==> src/rtl/interval_timer_cfg.svh <==
`ifndef INTERVAL_TIMER_CFG_SVH
`define INTERVAL_TIMER_CFG_SVH

// register byte offsets
`define OFF_MODE        8'h00
`define OFF_STATUS      8'h04
`define OFF_VALUE_ACK   8'h08
`define OFF_VALUE_PEEK  8'h0C
`define OFF_EVENT       8'h10
`define OFF_EVENT_MASK  8'h14

// mode register layout and reset value
`define MODE_RESET         32'h000F_FFFF
`define MODE_IRQ_EN_BIT    25
`define MODE_TIMER_EN_BIT  24
`define LIMIT_MSB          19
`define LIMIT_RESET        20'hF_FFFF

// value register layout
`define COUNT_MSB          19
`define ELAPSED_LSB        20
`define ELAPSED_MSB        31
`define ELAPSED_FULL       12'hFFF

// status register layout
`define STATUS_FLAG_BIT    0

// extra event register layout
`define EVT_WIDTH          2
`define EVT_LOST_BIT       0
`define EVT_STOP_BIT       1

// prescaler: master clock divided by sixteen
`define PRESCALE_WIDTH     4
`define PRESCALE_LAST      4'hF

`endif

==> src/rtl/interval_timer_pkg.sv <==
package interval_timer_pkg;

    typedef enum logic [1:0] {
        ST_IDLE   = 2'b01,
        ST_ANSWER = 2'b10
    } apb_state_t;

    typedef logic [19:0] interval_count_t;
    typedef logic [11:0] elapsed_count_t;

endpackage

==> src/rtl/interval_prescaler.sv <==
`timescale 1ns/1ps
`include "interval_timer_cfg.svh"

// divides pclk by sixteen into a one-cycle enable
module interval_prescaler (
    input  wire logic pclk,
    input  wire logic presetn,
    input  wire logic run,
    output logic      tick
);

    logic [`PRESCALE_WIDTH-1:0] div_reg;
    logic [`PRESCALE_WIDTH-1:0] div_next;
    logic                       tick_next;

    // frozen while halted, so no pending edge is lost
    assign div_next  = run ? div_reg + `PRESCALE_WIDTH'(1) : div_reg;
    assign tick_next = run ? (div_reg == `PRESCALE_LAST) : tick;

    always_ff @(posedge pclk or negedge presetn) begin
        if (!presetn) begin
            div_reg <= '0;
            tick    <= 1'b0;
        end else begin
            div_reg <= div_next;
            tick    <= tick_next;
        end
    end

endmodule

==> src/rtl/periodic_interval_timer.sv <==
// Contract
// - a 20-bit interval counter and a 12-bit elapsed interval counter
// - the interval counter advances on pclk divided by sixteen, the elapsed counter once per wrap
// - interval count rises from zero, wraps at limit, elapsed count increments
// - each interval lasts limit plus one divided ticks; limit is 20 bits
// - wrap sets the flag; irq while flag and irq enable both set
// - writing a new limit never resets or restarts the counters
// - ack read returns both counts, clears elapsed count and flag
// - peek read returns both counts with no side effect
// - timer enable resets off and takes effect only at count zero
// - after disable, counting finishes the interval then stops at zero
// - all counting halts while the core is in debug state
// - mode: irq enable bit 25, timer enable bit 24, limit low bits
// - value words: elapsed count bits 31:20, interval count bits 19:0
// - status bit zero shows limit reached since the last ack read
//
// The APB slave port is this design's own decision.
`timescale 1ns/1ps
`include "interval_timer_cfg.svh"

module periodic_interval_timer
    import interval_timer_pkg::*;
(
    input  wire logic        pclk,
    input  wire logic        presetn,
    input  wire logic        psel,
    input  wire logic        penable,
    input  wire logic        pwrite,
    input  wire logic [7:0]  paddr,
    input  wire logic [31:0] pwdata,
    input  wire logic        debug_halt,
    output logic [31:0]      prdata,
    output logic             pready,
    output logic             pslverr,
    output logic             interval_irq
);

    // packs the two counters into one read word
    function automatic logic [31:0] value_word(
        input elapsed_count_t  elapsed,
        input interval_count_t current
    );
        logic [31:0] word;
        word = '0;
        word[`ELAPSED_MSB:`ELAPSED_LSB] = elapsed;
        word[`COUNT_MSB:0]              = current;
        return word;
    endfunction

    // packs the mode fields into one read word
    function automatic logic [31:0] mode_word_of(
        input interval_count_t limit,
        input logic            timer_en,
        input logic            irq_en
    );
        logic [31:0] word;
        word = '0;
        word[`MODE_IRQ_EN_BIT]   = irq_en;
        word[`MODE_TIMER_EN_BIT] = timer_en;
        word[`LIMIT_MSB:0]       = limit;
        return word;
    endfunction

    // sticky bit update, a set in the same cycle beats the clear
    function automatic logic [`EVT_WIDTH-1:0] sticky(
        input logic [`EVT_WIDTH-1:0] held,
        input logic [`EVT_WIDTH-1:0] set,
        input logic                  clear
    );
        return set | (held & ~{`EVT_WIDTH{clear}});
    endfunction

    // mode register fields
    interval_count_t         interval_limit_reg;
    logic                    interval_timer_enable_reg;
    logic                    interval_irq_enable_reg;

    // counters and flags
    interval_count_t         current_interval_count_reg;
    interval_count_t         current_interval_count_next;
    elapsed_count_t          elapsed_interval_count_reg;
    elapsed_count_t          elapsed_interval_count_next;
    logic                    interval_reached_flag_reg;
    logic                    interval_reached_flag_next;
    logic [`EVT_WIDTH-1:0]   event_reg;
    logic [`EVT_WIDTH-1:0]   event_next;
    logic [`EVT_WIDTH-1:0]   event_mask_reg;

    // bus side
    apb_state_t              state_reg;
    apb_state_t              state_next;
    logic [31:0]             rdata_reg;
    logic [31:0]             rdata_next;
    logic                    ready_reg;
    logic                    err_reg;
    logic                    err_next;
    logic                    irq_reg;
    logic                    irq_next;

    // prescaler
    logic                    tick;

    interval_prescaler u_prescaler (
        .pclk    (pclk),
        .presetn (presetn),
        .run     (~debug_halt),
        .tick    (tick)
    );

    // ------------------------------------------------------------
    // bus decode
    // ------------------------------------------------------------
    wire sel_mode    = (paddr == `OFF_MODE);
    wire sel_status  = (paddr == `OFF_STATUS);
    wire sel_ack     = (paddr == `OFF_VALUE_ACK);
    wire sel_peek    = (paddr == `OFF_VALUE_PEEK);
    wire sel_event   = (paddr == `OFF_EVENT);
    wire sel_mask    = (paddr == `OFF_EVENT_MASK);
    wire mapped      = sel_mode | sel_status | sel_ack | sel_peek | sel_event | sel_mask;

    wire setup       = psel & ~penable & (state_reg == ST_IDLE);
    wire done        = psel & penable & ready_reg;
    wire rd_setup    = setup & ~pwrite;
    wire wr_done     = done & pwrite & mapped;

    wire ack_read    = rd_setup & sel_ack;
    wire event_read  = rd_setup & sel_event;
    wire mode_write  = wr_done & sel_mode;
    wire mask_write  = wr_done & sel_mask;

    // mode fields as written
    wire interval_count_t wr_limit    = pwdata[`LIMIT_MSB:0];
    wire                  wr_timer_en = pwdata[`MODE_TIMER_EN_BIT];
    wire                  wr_irq_en   = pwdata[`MODE_IRQ_EN_BIT];

    // ------------------------------------------------------------
    // counting
    // ------------------------------------------------------------
    wire at_zero     = (current_interval_count_reg == '0);
    wire at_limit    = (current_interval_count_reg == interval_limit_reg);
    // enable is only looked at while the count rests at zero
    wire running     = interval_timer_enable_reg | ~at_zero;
    wire step        = tick & running & ~debug_halt;
    wire wrap        = step & at_limit;
    wire stop_event  = wrap & ~interval_timer_enable_reg;
    wire lost_event  = wrap & ~ack_read & (elapsed_interval_count_reg == `ELAPSED_FULL);

    assign current_interval_count_next =
        wrap ? '0 :
        step ? current_interval_count_reg + 20'h0_0001 :
               current_interval_count_reg;

    // ack clear and a wrap in one cycle leave a count of one
    wire elapsed_count_t elapsed_base = ack_read ? '0 : elapsed_interval_count_reg;
    assign elapsed_interval_count_next =
        wrap ? elapsed_base + 12'h001 : elapsed_base;

    assign interval_reached_flag_next =
        wrap | (interval_reached_flag_reg & ~ack_read);

    wire [`EVT_WIDTH-1:0] event_set = {stop_event, lost_event};
    assign event_next = sticky(event_reg, event_set, event_read);

    // flag reaches the pin only through its enable
    wire flag_irq    = interval_reached_flag_reg & interval_irq_enable_reg;
    wire event_irq   = |(event_reg & event_mask_reg);
    assign irq_next  = flag_irq | event_irq;

    // ------------------------------------------------------------
    // read data and answer
    // ------------------------------------------------------------
    wire [31:0] mode_word = mode_word_of(interval_limit_reg, interval_timer_enable_reg,
                                         interval_irq_enable_reg);

    wire [31:0] status_word = {31'h0000_0000, interval_reached_flag_reg};
    wire [31:0] count_word  = value_word(elapsed_interval_count_reg,
                                         current_interval_count_reg);
    wire [31:0] event_word  = {30'h0000_0000, event_reg};
    wire [31:0] mask_word   = {30'h0000_0000, event_mask_reg};

    assign rdata_next =
        ~rd_setup  ? rdata_reg   :
        sel_mode   ? mode_word   :
        sel_status ? status_word :
        sel_ack    ? count_word  :
        sel_peek   ? count_word  :
        sel_event  ? event_word  :
        sel_mask   ? mask_word   :
                     32'h0000_0000;

    assign err_next =
        setup ? ~mapped :
        done  ? 1'b0    :
                err_reg;

    always_comb begin
        state_next = state_reg;
        unique case (state_reg)
            ST_IDLE: begin
                if (setup) begin
                    state_next = ST_ANSWER;
                end
            end
            ST_ANSWER: begin
                if (done) begin
                    state_next = ST_IDLE;
                end
            end
            default: begin
                state_next = ST_IDLE;
            end
        endcase
    end

    // ------------------------------------------------------------
    // registers
    // ------------------------------------------------------------
    always_ff @(posedge pclk or negedge presetn) begin
        if (!presetn) begin
            state_reg <= ST_IDLE;
        end else begin
            state_reg <= state_next;
        end
    end

    always_ff @(posedge pclk or negedge presetn) begin
        if (!presetn) begin
            ready_reg <= 1'b0;
        end else begin
            ready_reg <= (state_next == ST_ANSWER);
        end
    end

    always_ff @(posedge pclk or negedge presetn) begin
        if (!presetn) begin
            err_reg <= 1'b0;
        end else begin
            err_reg <= err_next;
        end
    end

    always_ff @(posedge pclk or negedge presetn) begin
        if (!presetn) begin
            rdata_reg <= '0;
        end else begin
            rdata_reg <= rdata_next;
        end
    end

    // mode register; the counters are not touched by a write
    always_ff @(posedge pclk or negedge presetn) begin
        if (!presetn) begin
            interval_limit_reg        <= `LIMIT_RESET;
            interval_timer_enable_reg <= 1'b0;
            interval_irq_enable_reg   <= 1'b0;
        end else if (mode_write) begin
            interval_limit_reg        <= wr_limit;
            interval_timer_enable_reg <= wr_timer_en;
            interval_irq_enable_reg   <= wr_irq_en;
        end
    end

    always_ff @(posedge pclk or negedge presetn) begin
        if (!presetn) begin
            event_mask_reg <= '0;
        end else if (mask_write) begin
            event_mask_reg <= pwdata[`EVT_WIDTH-1:0];
        end
    end

    always_ff @(posedge pclk or negedge presetn) begin
        if (!presetn) begin
            current_interval_count_reg <= '0;
        end else begin
            current_interval_count_reg <= current_interval_count_next;
        end
    end

    always_ff @(posedge pclk or negedge presetn) begin
        if (!presetn) begin
            elapsed_interval_count_reg <= '0;
        end else begin
            elapsed_interval_count_reg <= elapsed_interval_count_next;
        end
    end

    always_ff @(posedge pclk or negedge presetn) begin
        if (!presetn) begin
            interval_reached_flag_reg <= 1'b0;
        end else begin
            interval_reached_flag_reg <= interval_reached_flag_next;
        end
    end

    always_ff @(posedge pclk or negedge presetn) begin
        if (!presetn) begin
            event_reg <= '0;
        end else begin
            event_reg <= event_next;
        end
    end

    always_ff @(posedge pclk or negedge presetn) begin
        if (!presetn) begin
            irq_reg <= 1'b0;
        end else begin
            irq_reg <= irq_next;
        end
    end

    assign prdata       = rdata_reg;
    assign pready       = ready_reg;
    assign pslverr      = err_reg;
    assign interval_irq = irq_reg;

endmodule

==> config.mk <==
export PLATFORM = sky130hd
export DESIGN_NAME = periodic_interval_timer
export DESIGN_NICKNAME = d
export VERILOG_FILES = /design/src/rtl/interval_timer_pkg.sv /design/src/rtl/interval_prescaler.sv /design/src/rtl/periodic_interval_timer.sv
export VERILOG_INCLUDE_DIRS = /design/src /design/src/rtl
export SDC_FILE = /design/constraint.sdc
export NUM_CORES = 1
export LEC_CHECK = 0
export BUFFER_PORTS_ARGS = -buffer_cell sky130_fd_sc_hd__buf_4
export CORE_MARGIN = 3
export CORE_UTILIZATION = 45
export DETAILED_ROUTE_END_ITERATION = 6
export PLACE_DENSITY_LB_ADDON = 0.12
export SYNTH_ARGS = -nofsm -noshare
export SYNTH_HDL_FRONTEND = slang
export SYNTH_SLANG_ARGS = --single-unit
export TNS_END_PERCENT = 10
==> constraint.sdc <==
create_clock -name pclk -period 3.15 [get_ports pclk]
set_input_delay 0.63 -clock pclk [delete_from_list [all_inputs] [get_ports pclk]]
set_output_delay 0.63 -clock pclk [all_outputs]
set_load 0.03 [all_outputs]
# After elaboration in Yosys (flattened, before gate mapping)
# Index checks and enable logic that the tools add are counted.
[totals]
ff_bits = 101
input_bits = 46
elab_cells = 87
[classes]
add_sub_neg = 3
n_eq_ne = 11
n_mux = 15
bitwise = 38
reduce_logical = 5
[op_table]
columns = ["op", "n"]
rows = [
  ["two-way mux 32 bit", 4],
  ["two-way mux 20 bit", 2],
  ["two-way mux 12 bit", 2],
  ["adder 20 x 1 -> 20 bit, second input constant", 1],
  ["equality test 20 bit", 1],
  ["zero test 20 bit", 1],
  ["bitwise AND 1 bit", 19],
  ["equality test 8 x 4 -> 1 bit, second input constant", 2],
  ["equality test 8 x 5 -> 1 bit, second input constant", 2],
  ["adder 12 x 1 -> 12 bit, second input constant", 1],
  ["equality test 12 bit, second input constant", 1],
  ["equality test 8 x 3 -> 1 bit, second input constant", 1],
  ["zero test 8 bit", 1],
  ["two-way mux 2 bit", 4],
  ["bitwise OR 1 bit", 8],
  ["NOT 1 bit", 7],
  ["adder 4 x 1 -> 4 bit, second input constant", 1],
  ["bitwise AND 2 bit", 2],
  ["equality test 2 bit, second input constant", 2],
  ["equality test 4 bit, second input constant", 1],
  ["one-hot mux 2 bit (2 select lines)", 1],
  ["nonzero test 2 bit", 2],
  ["equality test 2 x 1 -> 1 bit, second input constant", 1],
  ["two-way mux 1 bit", 2],
  ["3 further kinds", 3],
]

# Depth between registers and ports, before layout
[logic_depth]
ltp_word = 9
depth_mapped = 12
mapped_depth_nobuf = 11

# By module
# A second synthesis with hierarchy kept.
[hier_totals]
hier_cells = 488
hier_area_um2 = 5166.2
[modules_own_cells]
columns = ["module", "n_inst", "cells_each", "area_each_um2"]
rows = [
  ["periodic_interval_timer", 1, 473, 4966.0],
  ["interval_prescaler", 1, 15, 200.2],
]

# Worst setup path before layout
# OpenSTA, ideal clock, no wires.
[synth_timing]
path_kind = "in2reg"
start = "input port paddr[5]"
end = "register elapsed_interval_count_reg[4]"
t_arrival_ps = 2565
required_ps = 3031
slack_ps = 466
stages = 9
path_cell_list = "or4_4 > nor4b_2 > nand2_1 > and2_1 > ha_1 > and2_1 > o2111ai_1 > nor4_1 > o21a_1"
[synth_between]
elab_chain_cells = 5
[synth_rtl]
columns = ["element", "line", "source"]
rows = [
  ["start: declaration", "periodic_interval_timer.sv:29", "input wire logic [7:0] paddr,"],
  ["equality test 8 x 4 -> 1 bit (no line) (*)", "n/a", ""],
  ["bitwise AND 1 bit (*)", "periodic_interval_timer.sv:126", "wire ack_read = rd_setup & sel_ack;"],
  ["two-way mux 12 bit (*)", "periodic_interval_timer.sv:154", "wire elapsed_count_t elapsed_base = ack_read ? '0 : elapsed_interval_count_reg;"],
  ["adder 12 x 1 -> 12 bit", "periodic_interval_timer.sv:156", "wrap ? elapsed_base + 12'h001 : elapsed_base;"],
  ["two-way mux 12 bit (*)", "periodic_interval_timer.sv:156", ""],
  ["via elapsed_interval_count_next[4]", "periodic_interval_timer.sv:82", "elapsed_count_t elapsed_interval_count_next;"],
  ["end signal: assignment", "periodic_interval_timer.sv:283", "elapsed_interval_count_reg <= elapsed_interval_count_next;"],
  ["end: declaration", "periodic_interval_timer.sv:81", "elapsed_count_t elapsed_interval_count_reg;"],
]
# The timed path passes the listed nets; every way through them passes the cells marked *.
# A chain may end at the register's enable or synchronous reset.

# Worst setup path after layout
[layout_timing]
start = "input port paddr[5]"
end = "register elapsed_interval_count_reg[6]"
# Same word-level chain as after synthesis.

==> flow_summary_export.csv <==
group,metric,value,unit
outcome,status,"complete, no violations",
logic_synthesis,synth_cell_types,58,
timing,rsz0062_at_grt,"no",
power,pwr-share-comb,16.0,%
global_routing,grt_pass1_vias,3828,
clock_network,cts.clk_slew.worst_paths,0.06,ns
power,power_density,500,nW/µm²
route,antenna_left,0,
timing,tightest_slew,0.676,ns
global_routing,overflow,0,
power,swShare,27.1,%
timing,relSlewSlack,54.5,%
logic_synthesis,ys_ff_latch,101,
floorplan,start_util,46.8,%
timing,min_period,2.55,ns
run,drv_cap,0,
logic_synthesis,synth_area_leaders,"dfrtp_1 (39%), dfstp_2 (11%), nand2_1 (4.7%)",
route,avgViaCountPerCell,5.52,
clock_network,htreeDepth,3,
setup_path,arrival,2.78,ns
floorplan,core,11000,µm²
global_routing,antenna_found_initial,0,
setup_path,cp-start-kind,"input pin",
setup_path,required,3.38,ns
logic_synthesis,ys_seq_area_share,49.4,%
setup_path,reg2reg_to,"elapsed_interval_count_reg[6]",
floorplan,die-width,113,µm
logic_synthesis,synth_edf_count,0,
clock_network,cts_resized,0,
logic_synthesis,synth_top_cell_area_share,38.8,%
clock_network,clock_sinks,101,
route,wirelength,11800,µm
hold_path,min_path_type,"in -> async",
power,p_seq_share,48.4,%
finish,insertedDiodeCount,0,
setup_path,crit_start,"paddr[5]",
setup_path,critPathMaxFanout,6,
setup_path,r2r_cells,10,
power,clock_power_share,35.7,%
logic_synthesis,synth_common_cells,"dfrtp_1 (80), nand2_1 (64), o21ai_0 (32)",
logic_synthesis,async_reset_ff_share,100,%
route,via_count,3918,
route,wl_per_cell,16.6,µm
floorplan,rows,38,
logic_synthesis,syn_avg_cell_area,10.2,µm²
timing,drv_slew,0,
power,power_leakage,2.86,nW
finish,final_util,55.5,%
setup_path,crit_path_end,"elapsed_interval_count_reg[6]",
logic_synthesis,mappedNetlistArea,5160,µm²
placed_design,port_buffers,70,
clock_network,numCtsBuffers,9,
timing,finalHoldViolCount,0,
clock_network,clk_latency,0.34,ns
logic_synthesis,synth_area_leader_cell,"dfrtp_1",
power,cell_internal_pwr,2.23,mW
setup_path,r2r_setup_slack,0.65,ns
global_routing,grt_max_degree,55,
timing,fmax,392,MHz
placed_design,dp_hpwl,8630,µm
setup_path,r2r-start,"state_reg[0]",
timing,fin_skew,0.00682,ns
clock_network,cts_buffer_depth,2,
setup_path,cp-end-kind,"flip-flop",
logic_synthesis,ys_warn_count,0,
clock_network,cts_root_buf,"clkbuf_16",
clock_network,cts_tree,"yes",
power,peakVddDrop,0.367,mV
global_routing,grt_pass1_wl,19700,µm
floorplan,fp.dieH,113,µm
timing,setup-violations-final,0,
route,drt_iter0_markers,307,
clock_network,cts-hold-fix-buffers,0,
finish,areaGrowthSynthToFinish,18.4,%
finish,drive_gt1_share,24.6,%
logic_synthesis,synth_ff_type,"dfrtp_1",
setup_path,path_class,"in -> reg",
finish,largest_reg_flops,32,
timing,post-route-period-util,81.0,%
floorplan,pin_count,81,
global_routing,grt_usage,19.1,%
timing,tns,0,ns
route,drt-pass1-iter-count,5,
timing,holdWs,0.309,ns
logic_synthesis,synth_most_common_cell,"dfrtp_1",
finish,nNetsFinal,617,
clock_network,cts_setup_buffers,0,
floorplan,dieArea,12800,µm²
placed_design,place_congestion,0.851,
route,drc_errors,0,
logic_synthesis,synthCells,506,
power,p_sw,0.828,mW
logic_synthesis,synth_nets,558,
==> worst max-delay path, cell delays in order <==
cell	delay (ns)
buf_4	0.11
or4_4	0.57
nor4b_4	0.28
nand2_1	0.18
and2_1	0.23
ha_1	0.21
and2_1	0.19
o2111ai_1	0.13
nor4_1	0.07
o21a_1	0.18
==> worst min-delay path by stage <==
| stage | endpoint | startpoint | cells after the start |
|---|---|---|---|
| 5_1_grt | pslverr | presetn | 1 |
| 2_1_floorplan | current_interval_count_reg[0] | presetn | 0 |
| 4_1_cts | pslverr | presetn | 1 |
| 3_5_place_dp | prdata[26] | prdata[26] | 2 |
| 3_3_place_gp | prdata[22] | prdata[22] | 2 |
| 6_report | pslverr | presetn | 1 |
==> per-stage QoR <==
stage | cells | area [µm²] | power (mW) | setup slack [ns]
2_1_floorplan | 506 | 5160 | 1.80 | 0.466
3_3_place_gp | 694 | 5820 | 1.97 | 0.295
3_5_place_dp | 694 | 5820 | 2.00 | 0.258
4_1_cts | 710 | 6120 | 3.10 | 0.592
5_1_grt | 710 | 6120 | 3.22 | 0.393
6_report | 710 | 6120 | 3.06 | 0.599
==> cells in the final DEF (no fill, tap or decap), types with 2 or more instances in the layout <==
cell type	Yosys	layout
o31a_1	2	2
a22oi_1	21	21
nand2b_1	4	4
and4_1	2	2
clkbuf_1	22	2
clkinv_2	0	2
nor4_1	10	10
and2_1	6	6
mux2_1	21	21
o21a_1	2	2
clkbuf_16	0	9
and3_1	6	6
o31ai_1	5	5
a221o_1	2	2
nor3_1	6	6
dfstp_2	21	21
dfrtp_1	80	80
xor2_1	27	27
mux2_2	7	7
o2111ai_1	4	4
buf_4	2	84
a21oi_1	6	6
nand3_1	23	23
nor2b_1	2	2
nand4_1	7	7
nor2_1	29	29
a21o_1	2	2
xnor2_1	11	11
o21ai_0	32	32
ha_1	6	6
mux2i_1	4	4
or4_1	6	6
nand2_1	64	64
inv_1	14	14
nand4b_1	2	2
nor4_2	4	4
o211ai_1	10	10
==> kinds of logic after synthesis <==
group	synth area share (%)
xor+xnor	6.44
compound gates	12.3
mux	6.88
fa+ha+maj	1.45
simple gates	19.0
buf+inv	4.53
flops	49.4
==> power groups by stage <==
stage | logic (mW) | registers (mW) | clock network, mW
after global placement | 0.477 | 1.50 | 0
after floorplan | 0.294 | 1.51 | 0
after CTS | 0.495 | 1.48 | 1.13
after detailed placement | 0.493 | 1.50 | 0
final | 0.490 | 1.48 | 1.09
after global routing | 0.549 | 1.49 | 1.18
==> final cells by class <==
cell class / instances / area (µm²)
repair buffers: 85 / 651
multi-input cells: 354 / 2390
well taps: 140 / 175
clock buffers: 12 / 246
clock inverters: 4 / 47.5
inverters: 14 / 52.6
flip-flops and latches: 101 / 2550
fillers: 994 / 4910
==> layer usage <==
layer | track usage (%) | up-vias | wire length [µm]
met4 | 4.49 | 0 | 136
met5 | 0 | - | 0
li1 | - | 1925 | -
met1 | 26.4 | 1914 | 5630
met3 | 4.17 | 13 | 501
met2 | 30.9 | 66 | 5550
(Power assumes the default switching activity.)
